### config.mk
export PLATFORM = sky130hd
export DESIGN_NAME = pesd_decode
export DESIGN_NICKNAME = d
export VERILOG_FILES = /design/src/common/pesd_pkg.sv /design/src/hdl/pesd_decode.sv
export SDC_FILE = /design/constraint.sdc
export NUM_CORES = 1
export LEC_CHECK = 0
export BUFFER_PORTS_ARGS = -buffer_cell sky130_fd_sc_hd__buf_2
export CAP_MARGIN = 20
export CORE_UTILIZATION = 39
export CTS_CLUSTER_DIAMETER = 80
export DETAILED_ROUTE_END_ITERATION = 10
export PLACE_DENSITY = 0.83
export SETUP_SLACK_MARGIN = 0.15
export SYNTH_ARGS = -nofsm -noshare
export SYNTH_HDL_FRONTEND = slang
export SYNTH_SLANG_ARGS = --single-unit
### constraint.sdc
create_clock -name clock_i -period 6.2 [get_ports clock_i]
set_clock_uncertainty 0.15 [all_clocks]
set_input_delay 1.86 -clock clock_i [delete_from_list [all_inputs] [get_ports clock_i]]
set_output_delay 1.86 -clock clock_i [all_outputs]
set_load 0.02 [all_outputs]
### src/common/pesd_pkg.sv
// Purpose: shared constants and carriers for the performance event select decoder
// Assumes: event code is a 6-bit selector; at most two occurrences per pipe per clock
// Notes: per-clock increment is a small count added by the counter outside
package pesd_pkg;
	localparam int CODE_W = 6;
	localparam int INC_W = 3;
	localparam logic [CODE_W-1:0] EV_SEG_LOAD = 6'h0F;
	localparam logic [CODE_W-1:0] EV_RSVD_A = 6'h10;
	localparam logic [CODE_W-1:0] EV_RSVD_B = 6'h11;
	localparam logic [CODE_W-1:0] EV_BRANCHES = 6'h12;
	localparam logic [CODE_W-1:0] EV_TARGET_HIT = 6'h13;
	localparam logic [CODE_W-1:0] EV_TAKEN_OR_HIT = 6'h14;
	localparam logic [CODE_W-1:0] EV_PIPE_FLUSH = 6'h15;
	localparam logic [CODE_W-1:0] EV_INSTR_EXEC = 6'h16;
	localparam logic [CODE_W-1:0] EV_INSTR_EXEC_V = 6'h17;
	localparam logic [CODE_W-1:0] EV_BUS_BUSY = 6'h18;
	localparam logic [CODE_W-1:0] EV_WBUF_STALL = 6'h19;
	localparam logic [INC_W-1:0] INC_ZERO = 3'h0;

	// per-pipe status strobes, one-cycle pulses except the level flags
	typedef struct packed {
		logic seg_load;        // any segment or descriptor table/task reg write
		logic seg_priv_change; // far transfer / task switch with privilege change
		logic branch_exec;     // executed branch of any kind, taken or not
		logic branch_taken;    // executed branch that was taken
		logic serialize;       // serializing instruction (counts as taken branch)
		logic verify_access;   // verify read/write access instruction
		logic seg_desc_branch; // descriptor load treated as a branch
		logic target_hit;      // target buffer hit on executed instruction
		logic flush;           // pipeline flush of any cause
		logic flush_serial;    // flush caused only by serialization
		logic instr_retire;    // instruction completed
		logic rep_iter;        // further iteration of a repeat string loop
		logic halt_cycle;      // staying halted after a halt instruction
		logic handler_entry;   // interrupt, exception or fault handler invocation
	} pesd_pipe_t;

	typedef struct packed {
		logic bus_cycle;       // bus cycle in progress
		logic hold_ack;        // hold_acknowledge_pin
		logic addr_hold;       // address_hold_pin
		logic back_off;        // back_off_pin
		logic wbuf_stall;      // pipe stalled, write buffers full
		logic wbuf_stall_io;   // the stall is for an I/O access
	} pesd_bus_t;
endpackage

### src/hdl/pesd_decode.sv
// Purpose: selects and qualifies core status strobes into a per-clock counter increment
// Assumes: strobes synchronous to clock_i; u pipe is pipe 0, paired pipe is pipe 1
// Notes: increment_o is registered, one clock after the qualifying strobes
`timescale 1ns/1ns
`default_nettype none
module pesd_decode
(
	input wire logic clock_i,
	input wire logic srst_i,
	input wire logic [pesd_pkg::CODE_W-1:0] event_code_i,
	input wire pesd_pkg::pesd_pipe_t u_pipe_i,
	input wire pesd_pkg::pesd_pipe_t v_pipe_i,
	input wire pesd_pkg::pesd_bus_t bus_i,
	output logic [pesd_pkg::INC_W-1:0] increment_o
);
	import pesd_pkg::*;

	localparam int NUM_PIPES = 2;
	localparam logic [INC_W-1:0] INC_ONE = 3'h1;
	localparam logic [INC_W-1:0] INC_TWO = 3'h2;
	localparam logic [INC_W-1:0] INC_MAX = 3'h4;

	logic [INC_W-1:0] increment_reg;
	logic [INC_W-1:0] increment_next;
	logic [INC_W-1:0] pipe_cnt [NUM_PIPES];
	pesd_pipe_t pipes [NUM_PIPES];

	assign pipes[0] = u_pipe_i;
	assign pipes[1] = v_pipe_i;

	// per-pipe count for the pipe-related event codes
	genvar g;
	generate
		for (g = 0; g < NUM_PIPES; g++)
		begin : g_pipe
			always_comb
			begin
				pesd_pipe_t p;
				p = pipes[g];
				pipe_cnt[g] = INC_ZERO;
				unique case (event_code_i)
					EV_SEG_LOAD:
						pipe_cnt[g] = INC_W'(p.seg_load) + INC_W'(p.seg_load & p.seg_priv_change);
					EV_BRANCHES:
						pipe_cnt[g] = INC_W'(p.branch_exec | p.serialize | p.verify_access
							| p.seg_desc_branch | p.handler_entry);
					EV_TARGET_HIT:
						pipe_cnt[g] = INC_W'(p.target_hit & p.instr_retire);
					EV_TAKEN_OR_HIT:
						pipe_cnt[g] = INC_W'(p.branch_taken | p.target_hit);
					EV_PIPE_FLUSH:
						pipe_cnt[g] = INC_W'(p.flush & ~p.flush_serial);
					EV_INSTR_EXEC, EV_INSTR_EXEC_V:
						pipe_cnt[g] = INC_W'((p.instr_retire & ~p.rep_iter & ~p.halt_cycle)
							| p.handler_entry);
					default:
						pipe_cnt[g] = INC_ZERO;
				endcase
			end
		end
	endgenerate

	always_comb
	begin
		increment_next = pipe_cnt[0] + pipe_cnt[1];
		unique case (event_code_i)
			EV_INSTR_EXEC_V:
				increment_next = pipe_cnt[1];
			EV_BUS_BUSY:
				increment_next = INC_W'(bus_i.bus_cycle | bus_i.hold_ack | bus_i.addr_hold
					| bus_i.back_off);
			EV_WBUF_STALL:
				increment_next = INC_W'(bus_i.wbuf_stall & ~bus_i.wbuf_stall_io);
			EV_RSVD_A, EV_RSVD_B:
				increment_next = INC_ZERO;
			default:
				increment_next = pipe_cnt[0] + pipe_cnt[1];
		endcase
		if (event_code_i < EV_SEG_LOAD || event_code_i > EV_WBUF_STALL)
			increment_next = INC_ZERO;
	end

	always_ff @(posedge clock_i)
	begin
		if (srst_i)
			increment_reg <= INC_ZERO;
		else
			increment_reg <= increment_next;
	end

	assign increment_o = increment_reg;
endmodule // pesd_decode
`default_nettype wire

==> results of run 1 <==
==> cells by family after synthesis <==
group                      count (synthesis)  share of synthesized area [%]
AOI/OAI and AO/OA                         18                           28.1
adders and majority gates                  2                           6.42
and+or+nand+nor                           40                           49.1
DFF                                        3                           11.9
buffers and inverters                      3                           4.44
==> critical path, cell delays in order <==
cell and delay, ns:
buf_2 0.24, or2b_1 0.31, a2111oi_0 0.37, a311oi_1 0.09
o21ai_1 0.09, ha_1 0.17, fa_1 0.41, and3_1 0.15
==> layer usage <==
metal / global-route usage [%] / vias to the layer above
li1: - / 347
met3: 2.33 / 4
met5: 0 / -
met4: 8.93 / 0
met1: 28.7 / 307
met2: 48.3 / 38
==> cell type report <==
cell class	count	share of cell area, %
Inverter	1	0.499
Clock buffer	4	3.49
Sequential cell	3	7.99
Timing Repair Buffer	44	29.3
Tap cell	14	2.33
Multi-Input combinational cell	60	56.4
==> cells in the final DEF (no fill, tap or decap), types with 3 or more instances in the layout <==
cell type	count
nor2_1	8
and3_1	4
buf_2	44
clkbuf_4	3
dfxtp_1	3
nor4_1	3
nand2_1	4
o21ai_0	3
nor3_1	8
==> report_power, final <==
part | internal (mW) | switching, mW | total, mW
Clock | 0.0242 | 0.0111 | 0.0353
Sequential | 0.0195 | 0.0000179 | 0.0195
Combinational | 0.0157 | 0.0154 | 0.0311
Total | 0.0594 | 0.0265 | 0.0859
==> per-stage QoR <==
| stage | util, % | hold WS [ns] |
|---|---|---|
| floorplan | - | 1.89 |
| global placement | 62.8 | 2.02 |
| detailed placement | 62.8 | 2.02 |
| CTS | 65.0 | 1.78 |
| global route | 65.0 | 1.81 |
| finish | 65.0 | 1.78 |
==> final timing paths <==
path                              to  cells after the start
worst min-delay path  increment_o[0]                      4
worst max-delay path  increment_o[1]                      8
==> results.cfg, run 1 <==
[clocking]
h-tree-depth = 1
ctsHoldBuffers = 0
cts-root-buf = clkbuf_4
path_clk_slew_ns = 0.04
cts_resized = 0
clock_path_buffers = 2
clock_sinks = 3
post_cts_buffers = 0
numCtsBuffers = 3
cts_tree = yes

[cells_and_area]
largest_register_ffs = 3
drive_gt1_share_pct = 47.3
instances_no_fill = 126
nets = 157
multiInputGateArea_sq_um = 424
stdcell_area_sq_um = 752
regArea_sq_um = 60.1
fillers = 104
antenna_cells = 0
area_growth_pct = 48.4

[floorplanning]
rows = 12
fp.dieH_um = 38.0
initial_core_util_pct = 43.8
ios = 45
die_w_um = 38.0
coreArea_sq_um = 1160
die_area_sq_um = 1450

[sta]
finalHoldViolCount = 0
fin_crit_ns = 3.73
finalMaxSlewViolations = 0
fin_crit_sh_pct = 60.1
worst_pin_slew_ns = 0.361
worst_slack_ns = 2.47
slew_headroom_pct = 75.3
rsz0062_at_grt = false
setup_violations = 0
finalSetupTns_ns = 0
clock.fmax_ghz = 0.268

[critical_path]
cp.required_ns = 6.18
critical_path_class = primary input to flop
cp_max_fo = 13
worstSetupStartpointType = primary input
critPathLaunch = event_code_i[2]
critPathCaptureType = flop
cp.arrival_ns = 3.70

[yosys]
synth_common_cells = nor2_1, nor3_1, and3_1, nand2_1
synthDominantCellAreaShare_pct = 11.9
ys_types = 34
yosys-top-cells-area = dfxtp_1, nor3_1, nor2_1
syn_area_per_cell_sq_um = 7.68
yosys_warnings = 0
synth_top_area_cell = dfxtp_1
synth_cells = 66
synth_fp_nets = 110
syn_area_sq_um = 507
synth-seq-cells = 3
ys_seq_area_share_pct = 11.9
synth_flop_cell = dfxtp_1
async_flop_share_pct = 0
synth_edf_count = 0

[worst_hold_path]
min_from = srst_i
worstHoldPathType = primary input to flop

[placement]
place_ws_ns = 2.22
placed_area_sq_um = 726
routabilityCongestion = 0.893
dp_cells = 122
hpwl_um = 1280
numPortBuffers = 44

[grt]
grt_pass1_wl_um = 2640
grtUsageTotal_pct = 25.4
overflow = 0
grt_start_max_net_pins = 14
grt_pass1_vias = 664
antenna_found_initial = 0

[detailed_routing]
antenna_left = 0
highest_layer = met4
met2_length_um = 821
drt_first_pass_iters = 4
routed_via_density = 5.52
wl_per_cell_um = 12.7
drc = 0
vias = 696
met1Wirelength_um = 641
wl_met3_um = 111
drt_iter0_drc = 11
wl_um = 1610

[pwr]
cellLeakagePower_nw = 0.378
ir_drop_mv = 0.0613
power_uw = 85.9
p_per_area_nw_per_um2 = 114

[outcome]
status = completed

[flow_run]
max_cap_violations = 0
No activity file was read; power rests on OpenSTA's default activity.
==> run 2, diff against run 1 <==
- CORE_UTILIZATION: 39 -> 36
- PLACE_DENSITY: 0.83 -> 0.77
- clock period: 6.2 -> 3.7 ns (I/O delays scaled with it)
==> run 2 against run 1 <==
First-iteration DRC count grew 36%. Via count up 2.4%. Non-clock buffer count unchanged. Combinational power rose by 64%. Routed wire length decreased by 5.1%. Flip-flop and latch count unchanged. Final area up 0.17%. Total power is 73% higher. Critical path type unchanged. Critical endpoint unchanged.
==> results.cfg, run 2 (synthesized netlist as in run 1, its figures left out) <==
[critical_path]
path_depth = 8
critPathTopFamily = adder cells
critPathCaptureType = flop
cp.required_ns = 3.69
critical_path_class = primary input to flop
critPathBufInv = 1
slowest_delay_ns = 0.41
path_cells = buf_2, or2b_1, a2111oi_4, nor3_1, o21ai_0, ha_1, fa_1, and3_1
cp_max_fo = 13
slowest_stage = fa_1
cp.arrival_ns = 2.97
worstSetupStartpointType = primary input

[detailed_routing]
drt_iter0_drc = 15
drc = 0
routed_via_density = 5.61
wl_um = 1520
wl_per_cell_um = 12.0
antenna_left = 0
vias = 713
drt_first_pass_iters = 4

[grt]
overflow = 0
use_met3_pct = 3.98
top_usage_layer = met2
gr-usage-met2_pct = 42.2
grt_pass1_vias = 634
grtUsageTotal_pct = 22.6
met1_usage_pct = 23.1
grt_pass1_wl_um = 2370
grt_start_max_net_pins = 14
antenna_found_initial = 0

[pwr]
p_per_area_nw_per_um2 = 197
swShare_pct = 32.9
internal-power_uw = 99.8
p_clk_share_pct = 43.7
ir_drop_mv = 0.138
power_frac_seq_pct = 22.0
cellLeakagePower_nw = 0.378
p_comb_share_pct = 34.4
p_switching_uw = 48.9

[placement]
routabilityCongestion = 0.799
numPortBuffers = 44
place_ws_ns = 0.444
hpwl_um = 1290

[sta]
finalSetupTns_ns = 0
rsz0062_at_grt = false
fin_crit_ns = 2.98
finalHoldViolCount = 0
setup_violations = 0
worst_pin_slew_ns = 0.345
fin_crit_sh_pct = 80.6
finalMaxSlewViolations = 0
slew_headroom_pct = 76.4
clock.fmax_ghz = 0.335
worst_slack_ns = 0.717

[clocking]
cts_tree = yes
path_clk_slew_ns = 0.04
ctsHoldBuffers = 0
clock_path_buffers = 2
post_cts_buffers = 0
cts_resized = 0
h-tree-depth = 1
clock_sinks = 3
cts-root-buf = clkbuf_4
numCtsBuffers = 3

[floorplanning]
rows = 13
die_w_um = 39.5
initial_core_util_pct = 38.9
fp.dieH_um = 39.5
ios = 45
die_area_sq_um = 1560
coreArea_sq_um = 1300

[cells_and_area]
fillers = 137
layout_commonest_cell = buf_2
nets = 157
largest_register_ffs = 3
layout_common_cells = buf_2, nor3_1, nor2_1, and3_1, nand2_1
multiInputGateArea_sq_um = 424
antenna_cells = 0
drive_gt1_share_pct = 47.3
area_growth_pct = 48.6
regArea_sq_um = 60.1

[outcome]
status = completed

[worst_hold_path]
whs_path_depth = 4
worstHoldPathType = primary input to flop

[flow_run]
max_cap_violations = 0
## run 2: power groups by stage
stage                     logic [mW]  clock network [mW]  registers [mW]
after global placement        0.0498                   0          0.0332
after CTS                     0.0516              0.0637          0.0327
after floorplan               0.0242                   0          0.0334
final                         0.0511              0.0649          0.0326
after detailed placement      0.0514                   0          0.0332
after global routing          0.0573              0.0668          0.0326
## run 2: per-layer routing
layer  wire length, um  up-vias
met5                 0        -
met4                40        0
met3               148        6
met2               827       42
met1               507      314
li1                  -      351
## run 2: area by class of cell
cell class	count	area share [%]
clock buffers	4	3.49
inverters	1	0.498
multi-input cells	60	56.3
flip-flops and latches	3	7.97
well taps	15	2.49
repair buffers	44	29.2
## run 2: final timing paths
| check | startpoint | end | slack [ns] |
|---|---|---|---|
| setup / recovery | event_code_i[2] | increment_o[1] | 0.72 |
| hold / removal | srst_i | increment_o[0] | 1.01 |
## run 2: tightest hold or removal path: stages
cell and delay, ns:
buf_2 0.08, nor2_1 0.05, nand3_1 0.06, o22ai_1 0.06
## run 2: through the flow
step / std cells / instance area [sq um] / total power, mW / hold slack [ns] / utilization [%]
CTS: 127 / 753 / 0.148 / 1.01 / 57.9
global route: 127 / 753 / 0.157 / 1.05 / 57.9
detailed placement: 123 / 727 / 0.0846 / 1.27 / 55.9
finish: 127 / 753 / 0.149 / 1.01 / 57.9
global placement: 123 / 727 / 0.0830 / 1.27 / 55.9
floorplan: 66 / 507 / 0.0576 / 1.14 / -
==> run 3, diff against run 2 <==
- ABC_AREA: default -> 1
- CORE_UTILIZATION: 36 -> 34
- PLACE_DENSITY: 0.77 -> 0.75
- clock period: 3.7 -> 2.4 ns (I/O delays scaled with it)
==> run 3 against run 2 <==
Final area increased by 43%. Global-route usage increased by 1.0 points. Largest power group is now combinational cells. Hold slack got worse by 0.37 ns. Via count increased by 21%.
==> results.cfg, run 3 <==
[clocking]
h-tree-depth = 1
cts_tree = yes
path_clk_slew_ns = 0.04
clock_path_buffers = 2
cts-root-buf = clkbuf_4
clock_sinks = 3
ctsHoldBuffers = 0
numCtsBuffers = 3

[grt]
grt_pass1_vias = 834
grt_start_max_net_pins = 8
grtUsageTotal_pct = 23.6
grt_pass1_wl_um = 3250
overflow = 0
antenna_found_initial = 0

[floorplanning]
die_w_um = 42.2
die_area_sq_um = 1780
coreArea_sq_um = 1510
initial_core_util_pct = 36.5
rows = 14
ios = 45
fp.dieH_um = 42.2

[placement]
hpwl_um = 1460
place_ws_ns = -0.270
placed_area_sq_um = 875
dp_cells = 167
routabilityCongestion = 0.891
numPortBuffers = 44

[sta]
clock.fmax_ghz = 0.447
slew_headroom_pct = 85.5
finalHoldViolCount = 0
worst_slack_ns = 0.161
finalSetupTns_ns = 0
finalMaxSlewViolations = 0
fin_crit_ns = 2.24
fin_crit_sh_pct = 93.3
rsz0062_at_grt = true
setup_violations = 0
worst_pin_slew_ns = 0.216

[detailed_routing]
drt_first_pass_iters = 4
antenna_left = 0
drt_iter0_drc = 30
wl_per_cell_um = 11.4
routed_via_density = 4.90
vias = 863
wl_um = 2000
drc = 0

[cells_and_area]
largest_register_ffs = 3
nets = 205
area_growth_pct = 95.7
multiInputGateArea_sq_um = 532
stdcell_area_sq_um = 1070
antenna_cells = 0
regArea_sq_um = 60.1
fillers = 143
instances_no_fill = 176
layout_commonest_cell = buf_2
drive_gt1_share_pct = 59.4
layout_common_cells = buf_2, nand2_1, buf_4, nor2_1, inv_1

[yosys]
syn_area_per_cell_sq_um = 5.55
synth_common_cells = nand2_1, nor2_1, inv_1, nand3_1, nand4_1
syn_area_sq_um = 549
synth_flop_cell = dfxtp_1
async_flop_share_pct = 0
yosys_warnings = 0
synth-seq-cells = 3
synthDominantCellAreaShare_pct = 15.0
yosys-top-cells-area = nand2_1, nor2_1, dfxtp_1
ys_types = 25
ys_seq_area_share_pct = 10.9
synth_edf_count = 0
synth_fp_nets = 143
synth_top_area_cell = nand2_1
synth_most_common_cell = nand2_1
synth_cells = 99

[critical_path]
cp.arrival_ns = 2.23
cp_max_fo = 5
worstSetupStartpointType = primary input
crit_top_cell = nand2_1
critPathCaptureType = flop
path_cells = buf_6, inv_4, nand2_4, nor2_4, nand4_1, nand2_1, nand2_1, o2111ai_2, ha_2, fa_1, nor3b_2
cp.required_ns = 2.39
critical_path_class = primary input to flop
slowest_delay_ns = 0.40
slowest_stage = fa_1

[pwr]
ir_drop_mv = 0.115
power_uw = 273
cellLeakagePower_nw = 0.584
p_per_area_nw_per_um2 = 254

[flow_run]
max_cap_violations = 0

[worst_hold_path]
worstHoldPathType = primary input to flop
whs_path_depth = 4

[outcome]
status = completed
[run 3: final cells by class]
class	instances	share of cell area [%]
clock buffer	4	2.44
multi-input combinational	80	49.5
sequential	3	5.59
timing repair buffer	58	34.5
inverter	15	6.17
tap	16	1.86
[run 3: what timing repair did]
item / in CTS / in global routing
gates resized for setup: 17 / 26
endpoints found under the setup margin: 2 / 1
cloned: 0 / 0
buffers inserted: 2 / 3
pin swaps: 8 / 16
hold endpoints to repair: 0 / 0
[run 3: worst max-delay path, delay by kind of cell]
| family | cells | cell delay (ns) |
|---|---|---|
| compound gates | 1 | 0.07 |
| fa+ha+maj | 2 | 0.61 |
| simple gates | 6 | 0.64 |
| buf+inv | 2 | 0.17 |
[run 3: kinds of logic (layout without fill, tap and decap cells)]
logic type,count (synthesis),in the layout,share of synthesized area (%)
buffers and inverters,16,77,11.6
AND/OR/NAND/NOR,68,68,59.0
flip-flops,3,3,10.9
AO/OA/AOI/OAI,10,10,12.5
adder cells (fa/ha/maj),2,2,5.92
[run 3: where the power goes]
| part | switching [mW] | leakage (nW) | internal [mW] |
|---|---|---|---|
| Clock | 0.0345 | 0.0150 | 0.0628 |
| Sequential | 0.0000833 | 0.0242 | 0.0506 |
| Combinational | 0.0600 | 0.545 | 0.0648 |
| Total | 0.0945 | 0.584 | 0.178 |
[run 3: metrics by stage]
| step | hold slack (ns) | util [%] |
|---|---|---|
| finish | 0.632 | 71.3 |
| global route | 0.655 | 71.3 |
| CTS | 0.642 | 64.2 |
| detailed placement | 0.886 | 58.1 |
| global placement | 0.886 | 58.1 |
| floorplan | 0.753 | - |
[run 3: final timing paths]
path	startpoint	endpoint
worst max-delay path	event_code_i[5]	increment_o[1]
worst min-delay path	srst_i	increment_o[1]
[run 3: layer usage]
layer | vias up | GRT usage [%] | share of wire (%)
li1 | 444 | - | -
met1 | 391 | 24.4 | 35
met2 | 24 | 45.5 | 59
met3 | 4 | 4.31 | 3.6
met4 | 0 | 9.38 | 1.7
met5 | - | 0 | 0
